`src/fci_consts.svh`:
```
// Purpose: constants of the flash command host controller
// Assumes: 100 MHz mclk
// Notes:   offsets are byte addresses on the apb register bus
`ifndef FCI_CONSTS_SVH
`define FCI_CONSTS_SVH

`define FCI_CLK_MHZ         100
`define FCI_CYC(ns)         ((((ns) * `FCI_CLK_MHZ) + 999) / 1000)

`define FCI_T_SETUP_NS      20
`define FCI_T_STROBE_NS     50
`define FCI_T_HOLD_NS       20
`define FCI_T_READ_NS       100
`define FCI_T_PWRDN_NS      100
`define FCI_T_WAKE_NS       1000
`define FCI_T_SETTLE_NS     200
`define FCI_SETUP_CYC       `FCI_CYC(`FCI_T_SETUP_NS)
`define FCI_STROBE_CYC      `FCI_CYC(`FCI_T_STROBE_NS)
`define FCI_HOLD_CYC        `FCI_CYC(`FCI_T_HOLD_NS)
`define FCI_READ_CYC        `FCI_CYC(`FCI_T_READ_NS)
`define FCI_PWRDN_CYC       `FCI_CYC(`FCI_T_PWRDN_NS)
`define FCI_WAKE_CYC        `FCI_CYC(`FCI_T_WAKE_NS)
`define FCI_SETTLE_CYC      `FCI_CYC(`FCI_T_SETTLE_NS)

`define FCI_OFS_CTRL        8'h00
`define FCI_OFS_ADDR        8'h04
`define FCI_OFS_WDATA       8'h08
`define FCI_OFS_RDATA       8'h0C
`define FCI_OFS_STATUS      8'h10

`define FCI_CTRL_OP_LSB     0
`define FCI_CTRL_ELEV       4
`define FCI_CTRL_VPP        5
`define FCI_CTRL_WAIT       6
`define FCI_CTRL_ALT        7
`define FCI_CTRL_START      8
`define FCI_STAT_BUSY       0
`define FCI_STAT_DONE       1
`define FCI_STAT_ERR        2
`define FCI_STAT_RDY        3

`define FCI_CMD_READ_ARRAY  8'hFF
`define FCI_CMD_READ_IDENT  8'h90
`define FCI_CMD_READ_STAT   8'h70
`define FCI_CMD_CLEAR_STAT  8'h50
`define FCI_CMD_ERASE       8'h20
`define FCI_CMD_CONFIRM     8'hD0
`define FCI_CMD_WRITE       8'h40
`define FCI_CMD_WRITE_ALT   8'h10
`define FCI_CMD_SUSPEND     8'hB0
`define FCI_CMD_LOCK        8'h60
`define FCI_CMD_LOCK_BLOCK  8'h01
`define FCI_CMD_LOCK_MASTER 8'hF1

`endif

```
`src/fci_pkg.sv`:
```
// Purpose: types of the flash command host controller
// Assumes: 20-bit flash byte address
// Notes:   constants live in fci_consts.svh
package fci_pkg;

	typedef enum logic [3:0] {
		OP_READ_ARRAY  = 4'h0,
		OP_READ_IDENT  = 4'h1,
		OP_READ_STATUS = 4'h2,
		OP_CLEAR_STAT  = 4'h3,
		OP_ERASE       = 4'h4,
		OP_BYTE_WRITE  = 4'h5,
		OP_SUSPEND     = 4'h6,
		OP_RESUME      = 4'h7,
		OP_LOCK_BLOCK  = 4'h8,
		OP_LOCK_MASTER = 4'h9,
		OP_CLEAR_LOCKS = 4'hA,
		OP_READ_CYCLE  = 4'hB,
		OP_POWER_DOWN  = 4'hC
	} fci_op_t;

	typedef enum logic [3:0] {
		ST_IDLE    = 4'h0,
		ST_SETUP   = 4'h1,
		ST_STROBE  = 4'h2,
		ST_RELEASE = 4'h3,
		ST_GAP     = 4'h4,
		ST_READ    = 4'h5,
		ST_PWRDN   = 4'h6,
		ST_WAKE    = 4'h7,
		ST_WAITRDY = 4'h8
	} fci_fsm_t;

	typedef struct packed {
		logic [19:0] addr;
		logic [7:0]  data_out;
		logic        data_lines_oe;
		logic        ce_n;
		logic        oe_n;
		logic        we_n;
		logic        reset_powerdown_n;
		logic        elevated_unlock_en;
		logic        program_supply_en;
	} fci_pins_t;

	typedef struct packed {
		fci_fsm_t    st;
		logic [7:0]  cnt;
		fci_op_t     op;
		logic        elev;
		logic        vpp;
		logic        wait_rdy;
		logic        alt;
		logic [19:0] addr;
		logic [7:0]  wdata;
		logic [7:0]  rdata;
		logic        busy;
		logic        done;
		logic        err;
		logic        need_w2;
		logic        need_rd;
		logic [7:0]  byte2;
		fci_pins_t   pins;
	} fci_state_t;

endpackage

```
`src/fci_host.sv`:
```
// Purpose: apb-controlled host that drives a byte-wide flash command decoder
// Assumes: pins synchronous to mclk; a bench resolves the data lines
// Notes:   one command sequence at a time; ctrl writes ignored while busy
//
// Contract
// - every operation is chosen only by writing a command byte to the device; the read-cycle op writes none and power-down drives the reset pin low
// - suspend pauses erase or write; D0H resumes; reads allowed while paused
// - block erase is 20H then D0H, both inside the block
// - byte write is 40H or 10H, then address with data byte
// - erasing or writing a locked block needs the elevated reset level
// - block lock is 60H then 01H; normal level only if master clear
// - master lock is 60H then F1H and always needs elevated level
// - 60H then D0H clears all block locks; elevated if master set
// - output enable and write strobe are never low together
// - no altering operation while reset pin sits between levels
// - undefined command codes are not written
// - a read drives select and output enable low, write strobe high
// - 50H clears the sticky status error bits
//
// Implementation choices: the address map and the APB interface to the registers.
`timescale 1ns/1ps
`include "fci_consts.svh"

module fci_host #(
	parameter int unsigned SETUP_CYC  = `FCI_SETUP_CYC,
	parameter int unsigned STROBE_CYC = `FCI_STROBE_CYC,
	parameter int unsigned HOLD_CYC   = `FCI_HOLD_CYC,
	parameter int unsigned READ_CYC   = `FCI_READ_CYC,
	parameter int unsigned PWRDN_CYC  = `FCI_PWRDN_CYC,
	parameter int unsigned WAKE_CYC   = `FCI_WAKE_CYC,
	parameter int unsigned SETTLE_CYC = `FCI_SETTLE_CYC
) (
	input  wire logic              mclk,
	input  wire logic              nrst,
	input  wire logic              psel,
	input  wire logic              penable,
	input  wire logic              pwrite,
	input  wire logic [7:0]        paddr,
	input  wire logic [31:0]       pwdata,
	output logic      [31:0]       prdata,
	output logic                   pready,
	output logic                   pslverr,
	output fci_pkg::fci_pins_t     pins,
	input  wire logic [7:0]        data_lines_in,
	input  wire logic              ready_busy_n
);

	////////////////////////////////////////////////////////////////////////
	// elaboration checks: counters are eight bits wide

	if (SETUP_CYC < 1 || SETUP_CYC > 255 || STROBE_CYC < 1 || STROBE_CYC > 255 ||
	    HOLD_CYC < 1 || HOLD_CYC > 255 || READ_CYC < 1 || READ_CYC > 255 ||
	    PWRDN_CYC < 1 || PWRDN_CYC > 255 || WAKE_CYC < 1 || WAKE_CYC > 255 ||
	    SETTLE_CYC < 1 || SETTLE_CYC > 255) begin : g_bad_timing
		$error("fci_host: timing count outside 1..255");
	end

	////////////////////////////////////////////////////////////////////////
	// state

	localparam fci_pkg::fci_state_t RST_S = '{
		st:       fci_pkg::ST_IDLE,
		cnt:      8'h00,
		op:       fci_pkg::OP_READ_ARRAY,
		elev:     1'b0,
		vpp:      1'b0,
		wait_rdy: 1'b0,
		alt:      1'b0,
		addr:     20'h00000,
		wdata:    8'h00,
		rdata:    8'h00,
		busy:     1'b0,
		done:     1'b0,
		err:      1'b0,
		need_w2:  1'b0,
		need_rd:  1'b0,
		byte2:    8'h00,
		pins:     '{
			addr:               20'h00000,
			data_out:           8'h00,
			data_lines_oe:      1'b0,
			ce_n:               1'b1,
			oe_n:               1'b1,
			we_n:               1'b1,
			reset_powerdown_n:  1'b1,
			elevated_unlock_en: 1'b0,
			program_supply_en:  1'b0
		}
	};

	fci_pkg::fci_state_t q;
	fci_pkg::fci_state_t d;
	logic                acc;
	logic                hit;

	assign acc    = psel & penable;
	assign hit    = (paddr == `FCI_OFS_CTRL) || (paddr == `FCI_OFS_ADDR) ||
	                (paddr == `FCI_OFS_WDATA) || (paddr == `FCI_OFS_RDATA) ||
	                (paddr == `FCI_OFS_STATUS);
	// zero wait states keeps software polling cheap
	assign pready  = 1'b1;
	assign pslverr = acc & ~hit;
	assign pins    = q.pins;

	////////////////////////////////////////////////////////////////////////
	// register read mux

	always_comb begin
		prdata = 32'h0000_0000;
		case (paddr)
			`FCI_OFS_CTRL: begin
				prdata[`FCI_CTRL_OP_LSB +: 4] = q.op;
				prdata[`FCI_CTRL_ELEV]        = q.elev;
				prdata[`FCI_CTRL_VPP]         = q.vpp;
				prdata[`FCI_CTRL_WAIT]        = q.wait_rdy;
				prdata[`FCI_CTRL_ALT]         = q.alt;
			end
			`FCI_OFS_ADDR:  prdata[19:0] = q.addr;
			`FCI_OFS_WDATA: prdata[7:0]  = q.wdata;
			`FCI_OFS_RDATA: prdata[7:0]  = q.rdata;
			`FCI_OFS_STATUS: begin
				prdata[`FCI_STAT_BUSY] = q.busy;
				prdata[`FCI_STAT_DONE] = q.done;
				prdata[`FCI_STAT_ERR]  = q.err;
				prdata[`FCI_STAT_RDY]  = ready_busy_n;
			end
			default: prdata = 32'h0000_0000;
		endcase
	end

	////////////////////////////////////////////////////////////////////////
	// next state

	always_comb begin
		logic       start;
		logic       fin;
		logic       last;
		logic       w1;
		logic       w2;
		logic       rd;
		logic       pd;
		logic       bad;
		logic [7:0] b1;
		logic [7:0] b2;
		start = 1'b0;
		fin   = 1'b0;
		last  = 1'b0;
		w1    = 1'b1;
		w2    = 1'b0;
		rd    = 1'b0;
		pd    = 1'b0;
		bad   = 1'b0;
		b1    = 8'h00;
		b2    = 8'h00;
		d     = q;

		// supply and level controls only change while idle
		if (acc && pwrite && !q.busy) begin
			case (paddr)
				`FCI_OFS_CTRL: begin
					d.op       = fci_pkg::fci_op_t'(pwdata[`FCI_CTRL_OP_LSB +: 4]);
					d.elev     = pwdata[`FCI_CTRL_ELEV];
					d.vpp      = pwdata[`FCI_CTRL_VPP];
					d.wait_rdy = pwdata[`FCI_CTRL_WAIT];
					d.alt      = pwdata[`FCI_CTRL_ALT];
					start      = pwdata[`FCI_CTRL_START];
					d.pins.elevated_unlock_en = pwdata[`FCI_CTRL_ELEV];
					d.pins.program_supply_en  = pwdata[`FCI_CTRL_VPP];
				end
				`FCI_OFS_ADDR:  d.addr  = pwdata[19:0];
				`FCI_OFS_WDATA: d.wdata = pwdata[7:0];
				default: d.busy = q.busy;
			endcase
		end
		if (acc && pwrite && paddr == `FCI_OFS_STATUS) begin
			d.done = q.done & ~pwdata[`FCI_STAT_DONE];
			d.err  = q.err & ~pwdata[`FCI_STAT_ERR];
		end

		case (q.st)
			fci_pkg::ST_IDLE: begin
				if (start) begin
					case (d.op)
						fci_pkg::OP_READ_ARRAY:  b1 = `FCI_CMD_READ_ARRAY;
						fci_pkg::OP_READ_IDENT: begin
							b1 = `FCI_CMD_READ_IDENT;
							rd = 1'b1;
						end
						fci_pkg::OP_READ_STATUS: begin
							b1 = `FCI_CMD_READ_STAT;
							rd = 1'b1;
						end
						fci_pkg::OP_CLEAR_STAT:  b1 = `FCI_CMD_CLEAR_STAT;
						fci_pkg::OP_ERASE: begin
							b1 = `FCI_CMD_ERASE;
							b2 = `FCI_CMD_CONFIRM;
							w2 = 1'b1;
						end
						fci_pkg::OP_BYTE_WRITE: begin
							b1 = d.alt ? `FCI_CMD_WRITE_ALT : `FCI_CMD_WRITE;
							b2 = d.wdata;
							w2 = 1'b1;
						end
						fci_pkg::OP_SUSPEND:     b1 = `FCI_CMD_SUSPEND;
						fci_pkg::OP_RESUME:      b1 = `FCI_CMD_CONFIRM;
						fci_pkg::OP_LOCK_BLOCK: begin
							b1 = `FCI_CMD_LOCK;
							b2 = `FCI_CMD_LOCK_BLOCK;
							w2 = 1'b1;
						end
						fci_pkg::OP_LOCK_MASTER: begin
							b1 = `FCI_CMD_LOCK;
							b2 = `FCI_CMD_LOCK_MASTER;
							w2 = 1'b1;
						end
						fci_pkg::OP_CLEAR_LOCKS: begin
							b1 = `FCI_CMD_LOCK;
							b2 = `FCI_CMD_CONFIRM;
							w2 = 1'b1;
						end
						fci_pkg::OP_READ_CYCLE: begin
							w1 = 1'b0;
							rd = 1'b1;
						end
						fci_pkg::OP_POWER_DOWN: begin
							w1 = 1'b0;
							pd = 1'b1;
						end
						default: bad = 1'b1;
					endcase
					if (bad) begin
						d.err = 1'b1; // reserved codes never reach the pins
					end else begin
						d.busy      = 1'b1;
						d.need_w2   = w2;
						d.need_rd   = rd;
						d.byte2     = b2;
						d.pins.addr = d.addr;
						// master lock always needs the elevated level
						if (d.op == fci_pkg::OP_LOCK_MASTER) begin
							d.pins.elevated_unlock_en = 1'b1;
						end
						if (pd) begin
							d.st                     = fci_pkg::ST_PWRDN;
							d.pins.reset_powerdown_n = 1'b0;
							d.cnt                    = 8'(PWRDN_CYC - 1);
						end else if (w1) begin
							d.st                 = fci_pkg::ST_SETUP;
							d.pins.data_out      = b1;
							d.pins.data_lines_oe = 1'b1;
							d.pins.ce_n          = 1'b0;
							d.cnt                = 8'(SETUP_CYC - 1);
						end else begin
							d.st        = fci_pkg::ST_READ;
							d.pins.ce_n = 1'b0;
							d.pins.oe_n = 1'b0;
							d.cnt       = 8'(READ_CYC - 1);
						end
					end
				end
			end
			fci_pkg::ST_SETUP: begin
				if (q.cnt == 8'h00) begin
					d.st        = fci_pkg::ST_STROBE;
					d.pins.we_n = 1'b0; // oe_n is high in every write state
					d.cnt       = 8'(STROBE_CYC - 1);
				end else begin
					d.cnt = q.cnt - 8'h01;
				end
			end
			fci_pkg::ST_STROBE: begin
				if (q.cnt == 8'h00) begin
					// strobe rises first while select and data still stand
					d.st        = fci_pkg::ST_RELEASE;
					d.pins.we_n = 1'b1;
					d.cnt       = 8'(HOLD_CYC - 1);
				end else begin
					d.cnt = q.cnt - 8'h01;
				end
			end
			fci_pkg::ST_RELEASE: begin
				if (q.cnt == 8'h00) begin
					d.st                 = fci_pkg::ST_GAP;
					d.pins.ce_n          = 1'b1;
					d.pins.data_lines_oe = 1'b0;
					d.cnt                = 8'(HOLD_CYC - 1);
				end else begin
					d.cnt = q.cnt - 8'h01;
				end
			end
			fci_pkg::ST_READ: begin
				if (q.cnt == 8'h00) begin
					// sampled before release: outputs float once oe_n rises
					d.rdata     = data_lines_in;
					d.st        = fci_pkg::ST_GAP;
					d.pins.ce_n = 1'b1;
					d.pins.oe_n = 1'b1;
					d.cnt       = 8'(HOLD_CYC - 1);
				end else begin
					d.cnt = q.cnt - 8'h01;
				end
			end
			fci_pkg::ST_GAP: begin
				if (q.cnt != 8'h00) begin
					d.cnt = q.cnt - 8'h01;
				end else if (q.need_w2) begin
					d.need_w2            = 1'b0;
					d.st                 = fci_pkg::ST_SETUP;
					d.pins.data_out      = q.byte2;
					d.pins.data_lines_oe = 1'b1;
					d.pins.ce_n          = 1'b0;
					d.cnt                = 8'(SETUP_CYC - 1);
				end else if (q.need_rd) begin
					d.need_rd   = 1'b0;
					d.st        = fci_pkg::ST_READ;
					d.pins.ce_n = 1'b0;
					d.pins.oe_n = 1'b0;
					d.cnt       = 8'(READ_CYC - 1);
				end else begin
					fin = 1'b1;
				end
			end
			fci_pkg::ST_PWRDN: begin
				if (q.cnt == 8'h00) begin
					// device comes back in array read mode
					d.st                     = fci_pkg::ST_WAKE;
					d.pins.reset_powerdown_n = 1'b1;
					d.cnt                    = 8'(WAKE_CYC - 1);
				end else begin
					d.cnt = q.cnt - 8'h01;
				end
			end
			fci_pkg::ST_WAKE: begin
				if (q.cnt == 8'h00) begin
					fin = 1'b1;
				end else begin
					d.cnt = q.cnt - 8'h01;
				end
			end
			fci_pkg::ST_WAITRDY: begin
				// settle first: the pin may not have fallen yet
				if (q.cnt != 8'h00) begin
					d.cnt = q.cnt - 8'h01;
				end else if (ready_busy_n) begin
					last = 1'b1;
				end
			end
			default: d.st = fci_pkg::ST_IDLE;
		endcase

		if (fin) begin
			if (q.wait_rdy) begin
				d.st  = fci_pkg::ST_WAITRDY;
				d.cnt = 8'(SETTLE_CYC - 1);
			end else begin
				last = 1'b1;
			end
		end
		// completion set wins over a software clear in the same cycle
		if (last) begin
			d.st                      = fci_pkg::ST_IDLE;
			d.busy                    = 1'b0;
			d.done                    = 1'b1;
			d.pins.elevated_unlock_en = q.elev;
		end
	end

	////////////////////////////////////////////////////////////////////////
	// registers

	always_ff @(posedge mclk or negedge nrst) begin
		if (!nrst) begin
			q <= RST_S;
		end else begin
			q <= d;
		end
	end

endmodule

```
`config.mk`:
```
export PLATFORM = sky130hd
export DESIGN_NAME = fci_host
export DESIGN_NICKNAME = d
export VERILOG_FILES = /design/src/fci_pkg.sv /design/src/fci_host.sv
export VERILOG_INCLUDE_DIRS = /design/src /design/src/src
export SDC_FILE = /design/constraint.sdc
export NUM_CORES = 1
export LEC_CHECK = 0
export BUFFER_PORTS_ARGS = -buffer_cell sky130_fd_sc_hd__buf_2
export CAP_MARGIN = 20
export CELL_PAD_IN_SITES_DETAIL_PLACEMENT = 1
export CELL_PAD_IN_SITES_GLOBAL_PLACEMENT = 1
export CORE_ASPECT_RATIO = 0.9
export CORE_MARGIN = 1
export CORE_UTILIZATION = 46
export CTS_CLUSTER_SIZE = 8
export DETAILED_ROUTE_END_ITERATION = 7
export PLACE_DENSITY_LB_ADDON = 0.1
export SYNTH_ARGS = -nofsm -noshare
export SYNTH_HDL_FRONTEND = slang
export SYNTH_SLANG_ARGS = --single-unit
```
`constraint.sdc`:
```
create_clock -name mclk -period 7.18 [get_ports mclk]
set_clock_uncertainty 0.05 [all_clocks]
set_input_delay 1.077 -clock mclk [delete_from_list [all_inputs] [get_ports mclk]]
set_output_delay 1.077 -clock mclk [all_outputs]
set_load 0.02 [all_outputs]
```
* Word-level counts from Yosys, hierarchy flattened
Cells that the tools add are included.
** Storage, ports and cells
- Register bits :: 103
- Input bits :: 54
- Output and inout port bits :: 69
- Word-level logic and storage cells :: 210
** Operators by class
- Add/sub/neg operators :: 1
- Equality and inequality tests :: 41
- Muxes and demuxes :: 93
- Bitwise gates (word level) :: 8
- Reductions and logical operators :: 43
** Operator list (count)
- $mux 12 :: 7
- $pmux 8 s9 :: 1
- $mux 8 :: 8
- $pmux 8 s7 :: 1
- $mux 11 :: 4
- $mux 42 :: 1
- $mux 41 :: 1
- $mux 1 :: 37
- $mux 36 :: 1
- $eq 4x3->1 const B :: 8
- $pmux 8 s4 :: 1
- $ne 2x2->1 const B :: 15
- $pmux 4 s7 :: 1
- $eq 4x4->1 const B :: 6
- $mux 4 :: 6
- $mux 2 :: 10
- $mux 20 :: 1
- $pmux 4 s5 :: 1
- $mux 9 :: 2
- $eq 4x2->1 const B :: 4
- $eq 8x4->1 const B :: 2
- $logic_not 8->1 :: 2
- $pmux 4 s4 :: 1
- $pmux 8 s2 :: 1
- 32 further kinds :: 64

* Logic depth before layout (Yosys ltp)
Gate-level depths: netlist of run 1.
- Depth in word-level cells :: 17
- Depth in mapped cells :: 12

* Worst setup path after synthesis of run 1
OpenSTA, ideal clock, no wires.
- Path type :: input to output
- Start point :: in paddr[5]
- End point :: out prdata[7]
- Data arrival time :: 2765 ps
- Slack :: 3288 ps
- Stages :: 4
- Path through :: or4_1 nor4_1 a22o_1 a221o_1
** Between the ends
- Cells in the longest elaborated chain, start to end :: 2
- Elaborated cells between the ends (all ways) :: 5
** RTL lines
- start: declaration :: line fci_host.sv:38 : input wire logic [7:0] paddr,
- $eq 8x4->1 (tied with other cells) :: line fci_host.sv:110 : case (paddr)
- $pmux 4 s4 * :: line fci_host.sv:110
- end: declaration :: line fci_host.sv:40 : output logic [31:0] prdata,
Mark *: on every way between the ends. The rest lies on a longest branch, timed or not.

* Final worst setup path of run 1
- Start point :: in paddr[5]
- End point :: out prdata[3]
** Between the ends
- Cells in the longest elaborated chain, start to end :: 2
- Elaborated cells between the ends (all ways) :: 6
** RTL lines (line)
- $eq 8x5->1 (tied with other cells) :: fci_host.sv:110
- $pmux 4 s5 * :: fci_host.sv:110
Marked as above.

==> metrics.log, run 1 <==
[metrics] top cells by area in the synthesized netlist: dfrtp_1, mux2_2, buf_4, nand2_1, a21oi_1
[metrics] GRT Resource Usage Total: 25.4%
[metrics] outcome: finished, final reports clean
[metrics] number of hold-repair buffers added at the cts stage: 0
[metrics] gate count of the mapped netlist: 576
[metrics] main flop type after synthesis: dfrtp_1
[metrics] Finished Layout Cells: 791
[metrics] number of placed cells counting well taps: 773
[metrics] worst relative slew slack: 47.3%
[metrics] area share of fa/ha/maj cells after synthesis: 0.644%
[metrics] CTS tree: yes
[metrics] fin crit period: 4.39 ns
[metrics] core utilization of the finished layout: 52.8%
[metrics] depth of the CTS H-tree: 3
[metrics] #FFs+latches synth: 103
[metrics] antenna viol nets, final: 0
[metrics] Post-synth ARST share: 100%
[metrics] area share of the largest cell type after synthesis: 42.5%
[metrics] Max VDD drop: 0.137 mV
[metrics] Clock Pin Slew Worst Setup and Hold Paths: 0.07 ns
[metrics] most prevalent standard cell on the critical path: buf_2
[metrics] Tightest Pin Transition: 0.787 ns
[metrics] clock sink count: 103
[metrics] number of hold-slack violations in the final timing report: 0
[metrics] number of enable-type register cells in the synthesized netlist: 0
[metrics] GRT overflow: 0
[metrics] top-count cell post-synth: dfrtp_1
[metrics] Fmax: 0.228 GHz
[metrics] setup TNS: 0 ns
[metrics] length of the first detailed-routing pass in iterations: 6
[metrics] vias after detailed routing: 4578
[metrics] RSZ-0062 raised after global routing: no
[metrics] Critical-path top delay cell: and3b_1
[metrics] first-pass GRT wire length: 25400 microns
[metrics] die outline area: 0.0131 sq mm
[metrics] initial standard-cell utilization of the core: 47.7%
[metrics] cell breakdown of the critical path: buf_2, or4_1, nor3_2, and3b_1, a222oi_1, nand2_1, buf_2
[metrics] area growth from synthesis to final layout: 10.8%
[metrics] data arrival time of the worst path: 3.27 ns
[metrics] number of warning messages in the yosys log: 0
[metrics] sequential fraction of the synthesis area: 44.3%
[metrics] largest net degree at the start of global routing: 77
[metrics] Final GP Congestion: 0.843
[metrics] total CTS buffers: 9
[metrics] count of final setup violators: 0
[metrics] Filler Cells Inserted: 1390
[metrics] Max Cap Violations: 0
[metrics] half-perimeter wire length after placement: 11300 microns
[metrics] Die Span X: 121 microns
[metrics] floorplan die height: 109 microns
[metrics] cell leakage power: 3.17 nW
[metrics] post-synth design cell area: 0.00583 sq mm
[metrics] parity-gate share of the synthesized area counting xor and xnor cells: 0.301%
[metrics] routed wire length: 15700 microns
[metrics] Max FO, Critical Path: 20
[metrics] crit path capture type: primary output
[metrics] count of distinct cell types in the synthesized netlist: 75
[metrics] clock root cell: clkbuf_16
[metrics] compound-gate portion of the synthesized area: 14.4%
[metrics] diode insertion count for antenna repair: 0
[metrics] Post-CTS Setup Repair Bufs: 0
[metrics] P per Cell Area: 188 mW/mm^2
[metrics] dominant combinational cell family by area after synthesis: simple AND/OR/NAND/NOR gates
[metrics] Residual DRC: 0
[metrics] Crit path required time: 6.05 ns
[metrics] number of primary I/O pins: 123
[metrics] fraction of synthesized area in multiplexers: 14.6%
[metrics] critical path class: input port to primary output
[metrics] Total Nets Final: 683
[metrics] worst skew pair latency: 0.36 ns
[metrics] simple-gate share of the synthesized area: 16.1%
[metrics] mean post-synth cell area: 10.1 sq um
[metrics] leading area contributor after synthesis: dfrtp_1
[metrics] post-CTS sizing: 0
[metrics] startpoint kind of the worst setup timing path: input port
[metrics] row cnt: 38
[metrics] share of cells above drive strength 1: 31.9%
[metrics] DR vias/cell: 5.79
[metrics] number of pins with negative max-slew slack in the final report: 0
[metrics] fraction of the cycle the final worst path needs: 61.2%
[metrics] number of antenna violations at the first check in global routing: 0
[metrics] synth cell count leaders: dfrtp_1, mux2_2, nand2_1
[metrics] Min-Delay Path Class: flop to flop
[metrics] Max Root-Sink Buffers: 2
[metrics] final worst hold slack: 0.417 ns
[metrics] quantity of I/O buffers inserted on ports: 97
[metrics] CORE AREA: 0.0122 sq mm
[metrics] largest incremental delay on the critical path: 0.71 ns
[metrics] routed length per instance: 19.9 microns
[metrics] number of global-route vias before repair: 4634
[metrics] number of violations reported at the end of detailed-routing iteration 0: 241
placed cells by master (no fill, tap or decap), drive strengths merged, types with 3 or more instances in the layout:
master,instances
a222oi,4
a221o,4
dfstp,4
a22oi,9
and3b,3
conb,13
nor3,14
o211ai,3
nand3,20
nor2b,5
o21ai,26
a21o,3
dfrtp,99
clkbuf,12
buf,102
a31oi,4
mux2i,15
inv,21
and3,3
o31ai,8
a22o,6
nor2,32
a21oi,33
and4b,3
a211oi,3
nand2,56
ha,3
nor4,4
mux2,60
and2,14
nand2b,6
or3,6
layer usage:
metal | track usage [%] | vias to the layer above | routed length [microns]
li1 | - | 2110 | -
met1 | 36.3 | 2294 | 7440
met2 | 38.7 | 159 | 7140
met3 | 5.65 | 15 | 914
met4 | 6.97 | 0 | 221
met5 | 0 | - | 0
final timing paths:
check	from	endpoint	slack [ns]	cells past startpoint
min in group asynchronous	nrst	q[99]$_DFF_PN0_	0.58	1
min reg2reg	pins[2]$_DFFE_PN1P_	pins[2]$_DFFE_PN1P_	0.42	2
max in group asynchronous	nrst	q[91]$_DFF_PN0_	5.64	3
max reg2reg	q[92]$_DFF_PN0_	pins[1]$_DFF_PN0_	3.76	8
max	paddr[5]	prdata[3]	2.79	7
min	pins[2]$_DFFE_PN1P_	pins[2]$_DFFE_PN1P_	0.42	2
final cells by class:
cell class	instances	area, sq um	area share [%]
Multi-Input combinational cell	391	2730	42.3
Tap cell	160	200	3.10
Clock inverter	4	52.6	0.814
Sequential cell	103	2580	40.0
Clock buffer	12	246	3.82
Inverter	19	76.3	1.18
Timing Repair Buffer	102	566	8.76
kinds of logic after synthesis:
logic type	after synthesis
AO/OA/AOI/OAI	123
XOR/XNOR	2
adder cells (fa/ha/maj)	3
buffers and inverters	93
flip-flops	103
multiplexers	75
other	2
AND/OR/NAND/NOR	175
worst max-delay path: cells and delay by family:
kind / cells / cell delay, ns
buffers and inverters: 2 / 0.27
and+or+nand+nor: 4 / 1.62
AOI/OAI and AO/OA: 1 / 0.29
sequential cells by signal, summed over array words and instances (netlist names):
register and cells:
q 68, pins 35
through the flow:
stage	setup WS (ns)	cell area [sq um]	total power, mW
final	2.79	6460	1.21
after global routing	2.65	6460	1.26
after CTS	2.77	6400	1.23
after detailed placement	2.76	6100	0.714
after global placement	2.78	6100	0.710
after floorplan	3.29	5870	0.676
report_power, final:
part	switching, mW	internal [mW]
registers	0.0155	0.596
logic	0.0597	0.0334
clock network	0.228	0.283
Note: power is estimated with default switching activity, not from simulation.
==> run 2: changes to the inputs <==
--- a/config.mk
+++ b/config.mk
@@ -6,13 +6,14 @@
 export SDC_FILE = /design/constraint.sdc
 export NUM_CORES = 1
 export LEC_CHECK = 0
+export ABC_AREA = 1
 export BUFFER_PORTS_ARGS = -buffer_cell sky130_fd_sc_hd__buf_2
 export CAP_MARGIN = 20
 export CELL_PAD_IN_SITES_DETAIL_PLACEMENT = 1
 export CELL_PAD_IN_SITES_GLOBAL_PLACEMENT = 1
 export CORE_ASPECT_RATIO = 0.9
 export CORE_MARGIN = 1
-export CORE_UTILIZATION = 46
+export CORE_UTILIZATION = 40
 export CTS_CLUSTER_SIZE = 8
 export DETAILED_ROUTE_END_ITERATION = 7
 export PLACE_DENSITY_LB_ADDON = 0.1
==> constraint.sdc (replaced) <==
create_clock -name mclk -period 4.06 [get_ports mclk]
set_clock_uncertainty 0.05 [all_clocks]
set_input_delay 0.609 -clock mclk [delete_from_list [all_inputs] [get_ports mclk]]
set_output_delay 0.609 -clock mclk [all_outputs]
set_load 0.02 [all_outputs]
==> run 2 against run 1 <==
Synthesized cell count grew 31%; global-route usage down 1.6 points; non-clock buffer count increased by 3; design area rose by 1.0%; sequential share of layout area shrank 0.41 points; critical path type unchanged; critical endpoint unchanged; largest cell class is now flip-flops and latches; highest routed layer unchanged.
==> metrics.log, run 2 <==
[metrics] outcome: finished, final reports clean
[metrics] Tightest Pin Transition: 0.837 ns
[metrics] #FFs+latches synth: 103
[metrics] count of final setup violators: 0
[metrics] setup TNS: 0 ns
[metrics] number of placed cells counting well taps: 995
[metrics] clock sink count: 103
[metrics] reg2reg start: q[92]$_DFF_PN0_
[metrics] fin crit period: 2.89 ns
[metrics] diode insertion count for antenna repair: 0
[metrics] post-synth design cell area: 0.00590 sq mm
[metrics] post-CTS sizing: 0
[metrics] clock root cell: clkbuf_16
[metrics] number of enable-type register cells in the synthesized netlist: 0
[metrics] first-pass GRT wire length: 27500 microns
[metrics] most prevalent standard cell on the critical path: buf_2
[metrics] Final GP Congestion: 0.863
[metrics] number of pins with negative max-slew slack in the final report: 0
[metrics] most used cells in the layout excluding fill and tap cells: nand2_1, dfrtp_1, buf_2, inv_1, nor2_1
[metrics] routed wire length: 16600 microns
[metrics] CORE AREA: 0.0142 sq mm
[metrics] leading area contributor after synthesis: dfrtp_1
[metrics] Finished Layout Cells: 1011
[metrics] Max VDD drop: 0.205 mV
[metrics] Min-Delay Path Class: input port to async pin
[metrics] area share of the largest cell type after synthesis: 42.0%
[metrics] GRT overflow: 0
[metrics] number of violations reported at the end of detailed-routing iteration 0: 304
[metrics] Reg2Reg Setup Slack: 1.36 ns
[metrics] depth of the CTS H-tree: 3
[metrics] Crit path required time: 3.40 ns
[metrics] length of the first detailed-routing pass in iterations: 4
[metrics] number of antenna violations at the first check in global routing: 0
[metrics] sequential fraction of the synthesis area: 43.8%
[metrics] cell breakdown of the critical path: buf_2, nor2_1, nand2_2, nor2_4, inv_1, o21ai_0, a221oi_1, nand2_1, buf_2
[metrics] mean post-synth cell area: 7.85 sq um
[metrics] GRT Resource Usage Total: 23.8%
[metrics] cell leakage power: 3.56 nW
[metrics] Residual DRC: 0
[metrics] CTS tree: yes
[metrics] number of hold-repair buffers added at the cts stage: 0
[metrics] footprint of the flip-flops and latches: 0.00258 sq mm
[metrics] worst skew pair latency: 0.36 ns
[metrics] half-perimeter wire length after placement: 12600 microns
[metrics] top cells by area in the synthesized netlist: dfrtp_1, nand2_1, buf_4, inv_1, o21ai_0
[metrics] gate count of the mapped netlist: 752
[metrics] RSZ-0062 raised after global routing: no
[metrics] total CTS buffers: 9
[metrics] number of hold-slack violations in the final timing report: 0
[metrics] initial standard-cell utilization of the core: 41.5%
[metrics] P per Cell Area: 435 mW/mm^2
[metrics] Post-CTS Setup Repair Bufs: 0
[metrics] die outline area: 0.0152 sq mm
[metrics] antenna viol nets, final: 0
[metrics] Max Cap Violations: 0
[metrics] flip-flop count of the largest register, all copies and words added: 68
[metrics] Max Root-Sink Buffers: 2
[metrics] fraction of the cycle the final worst path needs: 71.1%
[metrics] number of primary I/O pins: 123
[metrics] crit path capture type: primary output
[metrics] Die Span X: 130 microns
[metrics] count of distinct cell types in the synthesized netlist: 44
[metrics] startpoint kind of the worst setup timing path: input port
[metrics] Fmax: 0.346 GHz
[metrics] routed length per instance: 16.4 microns
[metrics] DR vias/cell: 5.03
[metrics] share of cells above drive strength 1: 21.3%
[metrics] floorplan die height: 117 microns
[metrics] vias after detailed routing: 5084
[metrics] number of global-route vias before repair: 5322
[metrics] total stage count of the critical path: 9
[metrics] largest incremental delay on the critical path: 0.37 ns
[metrics] worst relative slew slack: 43.8%
[metrics] data arrival time of the worst path: 2.23 ns
[metrics] most common library cell in the layout ignoring fill and taps: nand2_1
[metrics] Filler Cells Inserted: 1807
[metrics] Max FO, Critical Path: 14
[metrics] Critical-path top delay cell: nor2_4
[metrics] register bank with the most flops: q
[metrics] synth cell count leaders: nand2_1, dfrtp_1, inv_1
[metrics] critical path class: input port to primary output
[metrics] top-count cell post-synth: nand2_1
[metrics] Worst Reg2Reg Path Length in Cells: 12
[metrics] row cnt: 41
[metrics] Total Nets Final: 870
[metrics] Post-synth ARST share: 100%
[metrics] Multi-input gate area: 0.00255 sq mm
[metrics] CP bufs+invs: 3
[metrics] core utilization of the finished layout: 45.9%
[metrics] main flop type after synthesis: dfrtp_1
[metrics] area growth from synthesis to final layout: 10.6%
[metrics] reg-to-reg endpoint: pins[14]$_DFFE_PN0P_
[metrics] Clock Pin Slew Worst Setup and Hold Paths: 0.07 ns
[metrics] number of warning messages in the yosys log: 0
[metrics] quantity of I/O buffers inserted on ports: 97
[metrics] largest net degree at the start of global routing: 46
[metrics] Crit path max-delay family: simple AND/OR/NAND/NOR gates
## run 2: kinds of logic (layout without fill, tap and decap cells)
kind of cell             Yosys count  count (layout)  share of synthesized area (%)
AND/OR/NAND/NOR                  385             385                           28.9
adder cells (fa/ha/maj)            3               3                          0.636
XOR/XNOR                           4               4                          0.594
AO/OA/AOI/OAI                     87              87                           8.37
multiplexers                      20              20                           3.82
flip-flops                       103             103                           43.8
other                              2              13                          0.127
buffers and inverters            148             203                           13.8
## run 2: worst max-delay path by stage
stage	slack, ns	endpoint	start
floorplan	1.43	prdata[0]	paddr[1]
global placement	1.04	q[42]$_DFFE_PN0P_	paddr[7]
detailed placement	0.94	q[92]$_DFF_PN0_	paddr[7]
CTS	1.19	prdata[3]	paddr[7]
global route	1.0	q[39]$_DFFE_PN0P_	paddr[7]
finish	1.17	prdata[3]	paddr[7]
## run 2: layout make-up
| type | instances | area share (%) |
|---|---|---|
| inverter | 82 | 4.79 |
| tap | 193 | 3.70 |
| sequential | 103 | 39.6 |
| clock buffer | 11 | 3.57 |
| multi-input combinational | 512 | 39.1 |
| clock inverter | 5 | 0.901 |
| timing repair buffer | 105 | 8.40 |
## run 2: per-stage QoR
step | cell area, sq um | setup WS, ns | total power, mW | hold WS (ns)
after floorplan | 5940 | 1.43 | 1.78 | 0.263
after global routing | 6530 | 0.999 | 3.02 | 0.247
after detailed placement | 6230 | 0.945 | 1.98 | 0.408
after global placement | 6230 | 1.04 | 1.95 | 0.403
after CTS | 6530 | 1.19 | 2.87 | 0.227
final | 6530 | 1.17 | 2.84 | 0.211
## run 2: routing by layer
layer	GRT usage (%)	share of wire (%)	routed length, microns
met5	0	0	0
met4	8.14	1.8	301
met3	4.59	4.5	740
met2	38.3	47	7730
met1	32.0	47	7830
## run 2: power by group
group / internal [mW] / switching (mW) / total [mW]
registers: 1.11 / 0.0787 / 1.19
clock network: 0.479 / 0.404 / 0.883
logic: 0.260 / 0.505 / 0.765
## run 2: worst reg2reg max path, delay by kind of cell, from the launching register on
kind | cells | cell delay (ns)
fa+ha+maj | 1 | 0.24
buf+inv | 4 | 0.75
flops | 1 | 0.48
simple gates | 7 | 1.10
